<file path="src/rtl/l2_cfg_pkg.sv">
// Purpose: shared constants and carriers for the l2 timing configuration block
// Assumes: 32-bit register port, one clock
// Notes:   field positions refer to l2_processor_interface_config
package l2_cfg_pkg;
  // ********************
  // register map
  // ********************
  localparam logic [7:0]  CFG_OFFSET   = 8'hac;
  localparam logic [31:0] CFG_RESET    = 32'h000c060c;
  localparam int          SNOOP_WS_LSB = 18;
  localparam int          MOD_POL_BIT  = 17;
  localparam int          MATCH_POL_BIT = 16;
  localparam int          RSVD_BIT     = 15;
  localparam int          ADDRONLY_BIT = 14;
  localparam int          HOLD_BIT     = 13;
  localparam int          INV_BIT      = 12;
  localparam int          FILL_DIS_BIT = 11;
  localparam int          MATCH_DLY_LSB = 9;
  localparam int          BANK_BIT     = 8;
  localparam int          QUICK_BIT    = 7;
  localparam int          TOE_LEN_BIT  = 6;
  localparam int          SIZE_LSB     = 4;
  localparam int          CPU_WS_LSB   = 2;
  localparam logic [1:0]  WS_RESET     = 2'h3;
  localparam logic [1:0]  DLY_RESET    = 2'h3;
  // ********************
  // timing counts
  // ********************
  localparam logic [2:0]  APHASE_BASE  = 3'h1; // zero waits: done one clock after start
  localparam logic [1:0]  TOE_SHORT    = 2'h2;
  localparam logic [1:0]  TOE_LONG     = 2'h3;
  // ********************
  // carriers
  // ********************
  typedef struct packed {
    logic [1:0] snoop_wait_states;
    logic       modified_polarity_sel;
    logic       match_polarity_sel;
    logic       addronly_ignore;
    logic       tag_write_hold;
    logic       tag_invalidate_mode;
    logic       modify_read_fill_disable;
    logic [1:0] match_sample_delay;
    logic       dual_bank_sel;
    logic       quick_evict_timing;
    logic       tag_oe_pulse_len;
    logic [1:0] cache_capacity_sel;
    logic [1:0] cpu_addr_wait_states;
  } cfg_s;
  typedef struct packed {
    logic        transfer_start;
    logic        addr_only;
    logic        read_for_modify;
    logic [31:0] addr;
  } txn_s;
endpackage

</file>
<file path="src/rtl/l2_cache_timing_config.sv">
// Purpose: l2 configuration register and the timing/polarity logic it steers
// Assumes: strobes one cycle wide, inputs synchronous to clock
// Notes:   other bits of the register belong to other blocks and read zero here
// Contract
// - snoop field sets snoop address phase waits 0..3, resets to 3
// - modified polarity bit sets active level of tag valid and dirty signals
// - match polarity applies only internally; external mode match is active low
// - address-only ignore bit makes clean, flush and kill go unanswered
// - tag hold bit holds tag outputs one clock after write, floats valid on read
// - read-for-modify miss fills a line unless fill disable bit set
// - match sampled 1..3 clocks after transfer start; 00 reserved; resets to 3
// - bank bit selects one or two data banks
// - quick evict bit always drives tag valid on reads
// - tag output enable lasts 2 clocks when clear, 3 when set
// - size field selects 256K, 512K, 1M; 11 reserved
// - cpu address waits field sets 0..3 waits, resets to 3
// - bit 15 is reserved, reads zero, controls nothing
//
// The implementer's own choice: the address-and-strobe port.
`timescale 1ns/1ps
module l2_cache_timing_config (
  // clock and reset
  input  wire logic                  clock,
  input  wire logic                  arst_n,
  // register port
  input  wire logic [7:0]            reg_addr,
  input  wire logic [31:0]           reg_wdata,
  input  wire logic                  reg_write,
  input  wire logic                  reg_read,
  output logic [31:0]                reg_rdata,
  // processor bus side
  input  wire l2_cfg_pkg::txn_s      txn,
  input  wire logic                  snoop_start,
  input  wire logic                  external_mode,
  output logic                       aphase_done,
  output logic                       snoop_done,
  output logic                       addronly_respond,
  output logic                       invalidate_req,
  output logic [31:0]                invalidate_addr,
  output logic                       line_fill_req,
  // tag ram side
  input  wire logic                  match_line,
  input  wire logic                  tag_valid_line_i,
  input  wire logic                  modified_line_input,
  input  wire logic                  tag_write_req,
  input  wire logic                  tag_read_req,
  input  wire logic                  tag_valid_wr,
  input  wire logic                  modified_wr,
  input  wire logic [31:0]           tag_addr_wr,
  input  wire logic                  castout_start,
  output logic                       tag_write_strobe_n,
  output logic [31:0]                tag_addr,
  output logic                       tag_addr_oe,
  output logic                       tag_valid_line_o,
  output logic                       tag_valid_line_oe,
  output logic                       modified_line_output,
  output logic                       modified_line_oe,
  output logic                       tag_output_enable,
  // decoded state
  output logic                       match_valid,
  output logic                       match_hit,
  output logic                       tag_valid_seen,
  output logic                       modified_seen,
  output logic                       dual_bank,
  output logic [1:0]                 capacity_index_extra,
  output logic                       capacity_reserved
);

  // ********************
  // helpers
  // ********************
  // clocks elapsed since a start; drops to zero after reaching 7 so a stale start never matches
  function automatic logic [2:0] elapse(input logic start, input logic [2:0] cur);
    if (start) begin
      elapse = 3'h1;
    end else if (cur != 3'h0 && cur != 3'h7) begin
      elapse = cur + 3'h1;
    end else begin
      elapse = 3'h0;
    end
  endfunction

  // ********************
  // configuration register
  // ********************
  l2_cfg_pkg::cfg_s cfg_q;
  logic             cfg_hit;
  logic [31:0]      cfg_word;

  assign cfg_hit = (reg_addr == l2_cfg_pkg::CFG_OFFSET);

  // packed view of the fields; reserved bit 15 stays zero
  always_comb begin
    cfg_word = 32'h0;
    cfg_word[l2_cfg_pkg::SNOOP_WS_LSB +: 2] = cfg_q.snoop_wait_states;
    cfg_word[l2_cfg_pkg::MOD_POL_BIT]       = cfg_q.modified_polarity_sel;
    cfg_word[l2_cfg_pkg::MATCH_POL_BIT]     = cfg_q.match_polarity_sel;
    cfg_word[l2_cfg_pkg::RSVD_BIT]          = 1'b0;
    cfg_word[l2_cfg_pkg::ADDRONLY_BIT]      = cfg_q.addronly_ignore;
    cfg_word[l2_cfg_pkg::HOLD_BIT]          = cfg_q.tag_write_hold;
    cfg_word[l2_cfg_pkg::INV_BIT]           = cfg_q.tag_invalidate_mode;
    cfg_word[l2_cfg_pkg::FILL_DIS_BIT]      = cfg_q.modify_read_fill_disable;
    cfg_word[l2_cfg_pkg::MATCH_DLY_LSB +: 2] = cfg_q.match_sample_delay;
    cfg_word[l2_cfg_pkg::BANK_BIT]          = cfg_q.dual_bank_sel;
    cfg_word[l2_cfg_pkg::QUICK_BIT]         = cfg_q.quick_evict_timing;
    cfg_word[l2_cfg_pkg::TOE_LEN_BIT]       = cfg_q.tag_oe_pulse_len;
    cfg_word[l2_cfg_pkg::SIZE_LSB +: 2]     = cfg_q.cache_capacity_sel;
    cfg_word[l2_cfg_pkg::CPU_WS_LSB +: 2]   = cfg_q.cpu_addr_wait_states;
  end

  // field store; reserved codes are kept as written so readback is exact
  always_ff @(posedge clock or negedge arst_n) begin
    if (!arst_n) begin
      cfg_q <= '0;
      cfg_q.snoop_wait_states    <= l2_cfg_pkg::WS_RESET;
      cfg_q.match_sample_delay   <= l2_cfg_pkg::DLY_RESET;
      cfg_q.cpu_addr_wait_states <= l2_cfg_pkg::WS_RESET;
    end else if (reg_write && cfg_hit) begin
      cfg_q.snoop_wait_states        <= reg_wdata[l2_cfg_pkg::SNOOP_WS_LSB +: 2];
      cfg_q.modified_polarity_sel    <= reg_wdata[l2_cfg_pkg::MOD_POL_BIT];
      cfg_q.match_polarity_sel       <= reg_wdata[l2_cfg_pkg::MATCH_POL_BIT];
      cfg_q.addronly_ignore          <= reg_wdata[l2_cfg_pkg::ADDRONLY_BIT];
      cfg_q.tag_write_hold           <= reg_wdata[l2_cfg_pkg::HOLD_BIT];
      cfg_q.tag_invalidate_mode      <= reg_wdata[l2_cfg_pkg::INV_BIT];
      cfg_q.modify_read_fill_disable <= reg_wdata[l2_cfg_pkg::FILL_DIS_BIT];
      cfg_q.match_sample_delay       <= reg_wdata[l2_cfg_pkg::MATCH_DLY_LSB +: 2];
      cfg_q.dual_bank_sel            <= reg_wdata[l2_cfg_pkg::BANK_BIT];
      cfg_q.quick_evict_timing       <= reg_wdata[l2_cfg_pkg::QUICK_BIT];
      cfg_q.tag_oe_pulse_len         <= reg_wdata[l2_cfg_pkg::TOE_LEN_BIT];
      cfg_q.cache_capacity_sel       <= reg_wdata[l2_cfg_pkg::SIZE_LSB +: 2];
      cfg_q.cpu_addr_wait_states     <= reg_wdata[l2_cfg_pkg::CPU_WS_LSB +: 2];
    end
  end

  // read data one cycle after the strobe; unmapped reads as zero
  always_ff @(posedge clock or negedge arst_n) begin
    if (!arst_n) begin
      reg_rdata <= 32'h0;
    end else if (reg_read && cfg_hit) begin
      reg_rdata <= cfg_word;
    end else begin
      reg_rdata <= 32'h0;
    end
  end

  a_readback_exact: assert property (@(posedge clock) disable iff (!arst_n)
    (reg_write && cfg_hit) ##1 !reg_write ##1 (reg_read && cfg_hit && !reg_write) |=>
      reg_rdata == ($past(reg_wdata, 3) & 32'h000f7ffc))
    else $error("register readback differs from written value");
  a_rsvd_zero: assert property (@(posedge clock) disable iff (!arst_n)
    !reg_rdata[l2_cfg_pkg::RSVD_BIT])
    else $error("reserved bit 15 read as one");

  // ********************
  // address phase timing
  // ********************
  logic [2:0] cpu_elapsed_q;
  logic [2:0] snoop_elapsed_q;

  // one counter per tenure kind; a new start restarts it
  always_ff @(posedge clock or negedge arst_n) begin
    if (!arst_n) begin
      cpu_elapsed_q   <= 3'h0;
      snoop_elapsed_q <= 3'h0;
    end else begin
      cpu_elapsed_q   <= elapse(txn.transfer_start, cpu_elapsed_q);
      snoop_elapsed_q <= elapse(snoop_start, snoop_elapsed_q);
    end
  end

  // phase of 2+ws clocks ends in the cycle ws+1 after the start
  assign aphase_done = (cpu_elapsed_q ==
    l2_cfg_pkg::APHASE_BASE + {1'b0, cfg_q.cpu_addr_wait_states});
  assign snoop_done  = (snoop_elapsed_q ==
    l2_cfg_pkg::APHASE_BASE + {1'b0, cfg_q.snoop_wait_states});

  a_cpu_ws_three: assert property (@(posedge clock) disable iff (!arst_n)
    (txn.transfer_start && cfg_q.cpu_addr_wait_states == 2'h3 && !reg_write)
      ##1 (!txn.transfer_start && !reg_write)[*3] |=> aphase_done)
    else $error("cpu address phase did not end after three waits");
  a_snoop_min: assert property (@(posedge clock) disable iff (!arst_n)
    (snoop_start && !reg_write) |=> snoop_done == (cfg_q.snoop_wait_states == 2'h0))
    else $error("snoop address phase of wrong length");

  // ********************
  // match sampling and polarity
  // ********************
  logic [1:0] eff_delay;
  logic       match_active;
  logic       rfm_q;

  // reserved code 00 falls back to the slowest, safest sample point
  assign eff_delay = (cfg_q.match_sample_delay == 2'h0) ? l2_cfg_pkg::DLY_RESET
                                                        : cfg_q.match_sample_delay;
  assign match_valid = (cpu_elapsed_q == {1'b0, eff_delay});
  // external controller always sees match active low
  assign match_active = external_mode ? !match_line
                                      : (match_line == cfg_q.match_polarity_sel);

  // match state caught at the sample point; read kind kept from the start
  always_ff @(posedge clock or negedge arst_n) begin
    if (!arst_n) begin
      match_hit <= 1'b0;
      rfm_q     <= 1'b0;
    end else begin
      if (txn.transfer_start) begin
        rfm_q <= txn.read_for_modify;
      end
      if (match_valid) begin
        match_hit <= match_active;
      end
    end
  end

  // miss fill; a modify read skips it when the disable bit is set
  always_ff @(posedge clock or negedge arst_n) begin
    if (!arst_n) begin
      line_fill_req <= 1'b0;
    end else begin
      line_fill_req <= match_valid && !match_active && !external_mode
                       && (!rfm_q || !cfg_q.modify_read_fill_disable);
    end
  end

  a_match_delay_one: assert property (@(posedge clock) disable iff (!arst_n)
    (txn.transfer_start && cfg_q.match_sample_delay == 2'h1 && !reg_write) |=> match_valid)
    else $error("match not sampled one clock after start");
  a_fill_skip: assert property (@(posedge clock) disable iff (!arst_n)
    (match_valid && rfm_q && cfg_q.modify_read_fill_disable) |=> !line_fill_req)
    else $error("line fill issued for modify read with fill disabled");

  // ********************
  // bus transaction responses
  // ********************
  // registered one-cycle pulses per transaction start
  always_ff @(posedge clock or negedge arst_n) begin
    if (!arst_n) begin
      addronly_respond <= 1'b0;
      invalidate_req   <= 1'b0;
      invalidate_addr  <= 32'h0;
    end else begin
      addronly_respond <= txn.transfer_start && txn.addr_only
                          && !cfg_q.addronly_ignore && !external_mode;
      invalidate_req   <= txn.transfer_start && cfg_q.tag_invalidate_mode
                          && !external_mode;
      if (txn.transfer_start) begin
        invalidate_addr <= txn.addr;
      end
    end
  end

  a_addronly_ign: assert property (@(posedge clock) disable iff (!arst_n)
    (txn.transfer_start && cfg_q.addronly_ignore) |=> !addronly_respond)
    else $error("address-only transaction answered while ignored");
  a_inval_every: assert property (@(posedge clock) disable iff (!arst_n)
    (txn.transfer_start && cfg_q.tag_invalidate_mode && !external_mode)
      |=> invalidate_req && invalidate_addr == $past(txn.addr))
    else $error("transaction in invalidate mode gave no invalidate");

  // ********************
  // tag write, hold and valid drive
  // ********************
  logic hold_q;
  logic write_prev_q;
  logic drive_on_read;

  // tag outputs captured at the active polarity while writing
  always_ff @(posedge clock or negedge arst_n) begin
    if (!arst_n) begin
      tag_addr             <= 32'h0;
      tag_valid_line_o     <= 1'b0;
      modified_line_output <= 1'b0;
    end else if (tag_write_req) begin
      tag_addr             <= tag_addr_wr;
      tag_valid_line_o     <= tag_valid_wr == cfg_q.modified_polarity_sel;
      modified_line_output <= modified_wr == cfg_q.modified_polarity_sel;
    end
  end

  // hold window: one clock after the strobe negates, asynchronous tag rams only
  always_ff @(posedge clock or negedge arst_n) begin
    if (!arst_n) begin
      write_prev_q <= 1'b0;
      hold_q       <= 1'b0;
    end else begin
      write_prev_q <= tag_write_req;
      hold_q       <= write_prev_q && cfg_q.tag_write_hold;
    end
  end

  // float on reads only when both hold and normal castout ask for it
  assign drive_on_read      = !cfg_q.tag_write_hold || cfg_q.quick_evict_timing;
  assign tag_write_strobe_n = !write_prev_q;
  assign tag_addr_oe        = write_prev_q || (hold_q && !write_prev_q);
  assign modified_line_oe   = tag_addr_oe;
  assign tag_valid_line_oe  = tag_addr_oe || (tag_read_req && drive_on_read);
  // inputs decoded to logical true-means-set
  assign tag_valid_seen     = tag_valid_line_i == cfg_q.modified_polarity_sel;
  assign modified_seen      = modified_line_input == cfg_q.modified_polarity_sel;

  a_hold_one: assert property (@(posedge clock) disable iff (!arst_n)
    (write_prev_q && !tag_write_req && cfg_q.tag_write_hold) |=>
      tag_write_strobe_n && tag_addr_oe ##1 !tag_addr_oe || tag_write_req)
    else $error("tag hold not exactly one clock");
  a_valid_float: assert property (@(posedge clock) disable iff (!arst_n)
    (tag_read_req && !tag_addr_oe && cfg_q.quick_evict_timing) |-> tag_valid_line_oe)
    else $error("tag valid floated with quick evict timing");

  // ********************
  // tag output enable pulse
  // ********************
  logic [1:0] toe_cnt_q;

  // pulse length follows the width bit at the start of each castout
  always_ff @(posedge clock or negedge arst_n) begin
    if (!arst_n) begin
      toe_cnt_q <= 2'h0;
    end else if (castout_start) begin
      toe_cnt_q <= cfg_q.tag_oe_pulse_len ? l2_cfg_pkg::TOE_LONG
                                          : l2_cfg_pkg::TOE_SHORT;
    end else if (toe_cnt_q != 2'h0) begin
      toe_cnt_q <= toe_cnt_q - 2'h1;
    end
  end

  assign tag_output_enable = (toe_cnt_q != 2'h0);

  a_toe_short: assert property (@(posedge clock) disable iff (!arst_n)
    (castout_start && !cfg_q.tag_oe_pulse_len) ##1 !castout_start[*2] |->
      $past(tag_output_enable) && tag_output_enable ##1 !tag_output_enable)
    else $error("tag output enable not two clocks");

  // ********************
  // geometry
  // ********************
  // extra index bits beyond the smallest size; reserved code treated as smallest
  assign dual_bank            = cfg_q.dual_bank_sel;
  assign capacity_reserved    = (cfg_q.cache_capacity_sel == 2'h3);
  assign capacity_index_extra = capacity_reserved ? 2'h0 : cfg_q.cache_capacity_sel;

  a_size_map: assert property (@(posedge clock) disable iff (!arst_n)
    capacity_reserved |-> capacity_index_extra == 2'h0)
    else $error("reserved size code decoded to a size");

endmodule // l2_cache_timing_config

</file>
<file path="config.mk">
export PLATFORM = sky130hd
export DESIGN_NAME = l2_cache_timing_config
export DESIGN_NICKNAME = d
export VERILOG_FILES = /design/src/rtl/l2_cfg_pkg.sv /design/src/rtl/l2_cache_timing_config.sv
export SDC_FILE = /design/constraint.sdc
export NUM_CORES = 1
export LEC_CHECK = 0
export ABC_CLOCK_PERIOD_IN_PS = 1400
export BUFFER_PORTS_ARGS = -buffer_cell sky130_fd_sc_hd__buf_2
export CORE_MARGIN = 2
export CORE_UTILIZATION = 35
export CTS_CLUSTER_SIZE = 24
export DETAILED_ROUTE_END_ITERATION = 6
export GPL_TIMING_DRIVEN = 0
export PLACE_DENSITY = 0.76
export SKIP_CTS_REPAIR_TIMING = 1
export SYNTH_ARGS = -nofsm -noshare
export SYNTH_HDL_FRONTEND = slang
export SYNTH_SLANG_ARGS = --single-unit
</file>
<file path="constraint.sdc">
create_clock -name clock -period 1.4 [get_ports clock]
set_input_delay 0.21 -clock clock [delete_from_list [all_inputs] [get_ports clock]]
set_output_delay 0.21 -clock clock [all_outputs]
set_load 0.01 [all_outputs]
</file>
=== Word-level counts from Yosys, hierarchy flattened ===
Index checks and enable logic that the tools add are counted.

* Register bits after elaboration: 130
* Bits in latches: 0
* Bits in writable memories: 0
* Bits in read-only memories: 0
* Word-level logic and storage cells: 88
* Memories: 0

* $add $sub $neg: 5
* $mul: 0
* Divide/modulo/power cells: 0
* Order comparisons: 0
* Equal/unequal tests: 12
* Shift operators: 0
* Mux-type cells: 11
* Bitwise logic cells: 0
* Reduce and logical (&&, ||, !) cells: 32

{| class="wikitable"
|+ Operators by type and width
! cell !! number
|-
| 2-to-1 mux 20 bit || 1
|-
| logical AND 1 bit || 15
|-
| 2-to-1 mux 3 bit || 4
|-
| equality test 8 bit (second input constant) || 1
|-
| logical NOT 1 bit || 8
|-
| 2-to-1 mux 2 bit || 4
|-
| adder 1 x 2 -> 3 bit (first input constant) || 2
|-
| adder 3 x 1 -> 3 bit (second input constant) || 2
|-
| equality test 3 bit || 2
|-
| inequality test 3 bit (second input constant) || 2
|-
| nonzero test 3 bit || 2
|-
| equality test 1 bit || 5
|-
| logical OR 1 bit || 4
|-
| nonzero test 2 bit || 2
|-
| equality test 3 x 2 -> 1 bit || 1
|-
| equality test 2 bit (second input constant) || 1
|-
| logical NOT 2 bit || 1
|-
| 2-to-1 mux 1 bit || 2
|-
| subtractor 2 x 1 -> 2 bit (second input constant) || 1
|}

=== Depth between registers and ports, before layout ===
* Depth after elaboration: 6
* Depth in mapped cells: 5
* Mapped depth without buffers: 5

=== Worst setup path before layout ===
OpenSTA, ideal clock, no wires.

* Path type: reg-to-reg
* From: reg cfg_q[8] (netlist bit)
* To: reg match_hit
* Library setup time: 125 ps
* Data arrival time: 1412 ps
* Required time: 1275 ps
* Slack: -137 ps
* Stages on the path, launching flop included: 5
* Path buffers: 0
* Clock period less this slack: 1537 ps
* Path through: dfstp_2 -> xnor2_1 -> a31oi_1 -> a21oi_1 -> mux2_2

* Word-level cells in the longest chain between the ends: 3

{| class="wikitable"
|+ Ends and longest elaborated chain
! what !! RTL line !! text
|-
| start: declaration || l2_cache_timing_config.sv:86 || <nowiki>l2_cfg_pkg::cfg_s cfg_q;</nowiki>
|-
| logical NOT 2 bit || l2_cache_timing_config.sv:193 || <nowiki>assign eff_delay = (cfg_q.match_sample_delay == 2'h0) ? l2_cfg_pkg::DLY_RESET</nowiki>
|-
| 2-to-1 mux 2 bit * || l2_cache_timing_config.sv:193 ||
|-
| equality test 3 x 2 -> 1 bit * || l2_cache_timing_config.sv:195 || <nowiki>assign match_valid = (cpu_elapsed_q == {1'b0, eff_delay});</nowiki>
|-
| named net match_valid || l2_cache_timing_config.sv:60 || <nowiki>output logic match_valid,</nowiki>
|-
| end signal: assignment || l2_cache_timing_config.sv:210 || <nowiki>match_hit <= match_active;</nowiki>
|-
| end: declaration || l2_cache_timing_config.sv:61 || <nowiki>output logic match_hit,</nowiki>
|}

Mark *: on every way through the listed nets, which the timed path passes. The rest lies on a longest branch.
A chain may end at the register's enable or synchronous reset.

=== Final worst setup path ===
* From: reg cfg_q[1] (netlist bit)
* To: out aphase_done

* Word-level cells in the longest chain between the ends: 2

{| class="wikitable"
|+ Ends and longest elaborated chain
! what !! RTL line !! text
|-
| adder 1 x 2 -> 3 bit || l2_cache_timing_config.sv:173 || <nowiki>l2_cfg_pkg::APHASE_BASE + {1'b0, cfg_q.cpu_addr_wait_states});</nowiki>
|-
| equality test 3 bit || l2_cache_timing_config.sv:172 || <nowiki>assign aphase_done = (cpu_elapsed_q ==</nowiki>
|-
| end: declaration || l2_cache_timing_config.sv:35 || <nowiki>output logic aphase_done,</nowiki>
|}

Every way passes these cells.

==> results.md <==
* PwrDens at 1398 mW/mm^2
* Max_slew headroom at 50.69%
* Die W at 119.8 microns
* R2r endpoint: match_hit
* Chip height at 119.8 microns
* Vias in the first global route at 3,463
* Initial antenna violation count at 0
* Router iterations before antenna repair at 4
* Synth top cells by count: dfrtp_1 (109), mux2_2 (76), and3_1 (18)
* RSZ-0062 raised after global routing: true
* Pins Over Slew Limit at 0
* Global-route wire length before repair at 17,370 microns
* Critical path class: reg -> out
* Routed Antenna Nets at 0
* Final hold vios at 0
* Worst Path Max Fanout at 3
* R2R Setup Slk at -0.15 ns
* Routability cong. at 0.7201
* Wire per inst at 14.69 microns
* Initial DRC Count at 95
* Cell count after synthesis at 315
* Clk slew on worst S/H paths at 0.05 ns
* Period minus WS final at 1.855 ns
* Via count at 3,415
* Crit path capture type: output pin
* FP Rows at 42
* Asr flop ratio synth at 100.0%
* Antenna cells at 0
* Critical path arrival at 1.64 ns
* Number of I/O pins at 237
* Final Worst Setup Slack at -0.4547 ns
* Full die area at 0.01434 sq mm
* DP Wirelength at 8228 microns
* I/O Buffers at 205
* Layout Nets at 700
* FF-to-FF Start: cfg_q[8]
* Core area at 0.01319 sq mm
* Detailed-route DRC error count at 0
* Worst reg2reg path depth at 5
* Yosys Warn Count at 0
* Skew final at 0.008618 ns
* Sequential share of the synthesized area at 61.51%
* Top post-synthesis cells by area: dfrtp_1 (58%), mux2_2 (18%), dfstp_2 (3.4%)
* Yosys reg bits at 115
* Worst-Skew Late Latency at 0.40 ns
* Predominant post-synthesis flop cell: dfrtp_1
* GR Overflow Total at 0
* Failing checks: negative setup slack
* Mean Syn Cell Area at 14.89 sq um
* Maximum VDD drop at 0.0006498 V
* Synth unique cells at 36
* Worst slew pin tran at 0.7397 ns
* Register area at 0.002889 sq mm
* LEAKAGE at 3.607 nW
* Dpl ws at -0.4861 ns
* EDFF count, synth at 0
* Final setup vio count at 7
* Clock sinks at 115
* Largest area contributor in the netlist: dfrtp_1
* Largest net degree at the start of global routing at 59
* Setup_tns at -1.604 ns
* Max frequency at 539.2 MHz
* Area delta synth->final at 46.92%
* Root buffer cell: clkbuf_16
* CTS tree: yes
* Num CTS Buffers at 17
* Max H-tree Level at 4
* Layout cells sized above 1 at 65.40%
* Max Cap Violations at 0
* Multi-input logic area at 0.001752 sq mm
* Final wirelength at 11,120 microns
* CP endpoint: aphase_done
* CP startpoint kind: flip-flop
* Beginning of the critical path: cfg_q[1]
* Gr usage total at 15.79%
* Outcome: finished, violations left
* Initial Util at 35.56%
* Hold Path Class: in -> reg
* Synth Cell Area at 0.004691 sq mm
* DR vias/cell at 4.511
* Hold_sp: external_mode
* Synth top area share at 58.15%
* CTS max path bufs at 2
* Most frequent cell after synthesis: dfrtp_1
* Fill cells at 1,155
* Power, Total at 9.632 mW
* Required time worst endpoint at 1.19 ns
* Tcrit/Tclk final at 132.5%
## registers in the layout (all words and copies together), names as in the netlist
register	cells
invalidate_req	1
cfg_q	16
snoop_elapsed_q	3
rfm_q	1
toe_cnt_q	2
write_prev_q	1
modified_line_output	1
reg_rdata	17
dual_bank	1
tag_addr	32
match_hit	1
line_fill_req	1
hold_q	1
addronly_respond	1
invalidate_addr	32
tag_valid_line_o	1
cpu_elapsed_q	3
## worst min-delay path by stage
stage                       endpoint  slack, ns  cells after the start
finish              addronly_respond       0.03                      2
global route               cfg_q[13]       0.01                      2
CTS                     tag_addr[24]      -0.12                      1
detailed placement      tag_addr[30]       0.31                      1
global placement        write_prev_q       0.34                      1
floorplan           addronly_respond      -0.09                      0
## routing by layer
metal	vias to the layer above	GRT usage [%]	part of all wire, %
met3	24	5.513	6.4
met1	1675	17.73	39
met2	137	26.89	52
met4	0	7.426	2.5
li1	1579	-	-
met5	-	0	0
## cells in the final DEF (no fill, tap or decap), types with 3 or more instances in the layout
cell type	count
conb_1	15
clkbuf_1	7
dfrtp_2	3
dfstp_2	6
nor2_1	7
clkbuf_8	5
ha_1	4
xor2_1	3
buf_1	3
clkbuf_16	17
buf_2	202
inv_1	5
dlygate4sd3_1	3
and3_1	18
bufinv_16	3
ha_4	3
xnor2_1	7
nor2b_1	4
buf_4	31
inv_2	3
dfrtp_1	106
buf_6	6
mux2_2	75
mux2_4	11
a21oi_1	3
## final cells by class
class	count	area share (%)
flip-flops and latches	115	41.92
clock inverters	5	1.452
inverters	8	0.4357
repair buffers	225	17.83
well taps	176	3.195
clock buffers	23	7.226
multi-input cells	178	25.42
plain buffers	27	2.524
## kinds of logic (layout without fill, tap and decap cells)
kind of cell	after synthesis	after routing	synth area share, %
fa+ha+maj	7	7	1.867
compound gates	10	10	1.334
other cells	1	15	0.07994
simple gates	46	46	6.776
buf+inv	36	288	4.348
flops	115	115	61.51
xor+xnor	13	13	2.427
mux	87	87	21.66
## power by group
group	switching, mW	internal, mW	leakage [nW]
Combinational	0.673	0.819	1.90
Sequential	0.193	3.63	1.41
Clock	1.33	2.98	0.297
Total	2.20	7.43	3.61
## through the flow
step	utilization, %	cell area [sq um]	instances	hold slack [ns]
after global routing	52.25	6892	757	0.01058
after floorplan	-	4757	329	-0.08559
after global placement	45.51	6003	710	0.3419
after CTS	50.28	6631	739	-0.1194
final	52.25	6892	757	0.02709
after detailed placement	45.74	6033	711	0.3058
## worst max-delay path, cell delays in order (launching register included)
cell	delay [ns]
dfstp_2	0.57
ha_4	0.22
xor2_2	0.14
nor3_2	0.15
buf_2	0.17
Power figures use the tool's default switching activity.
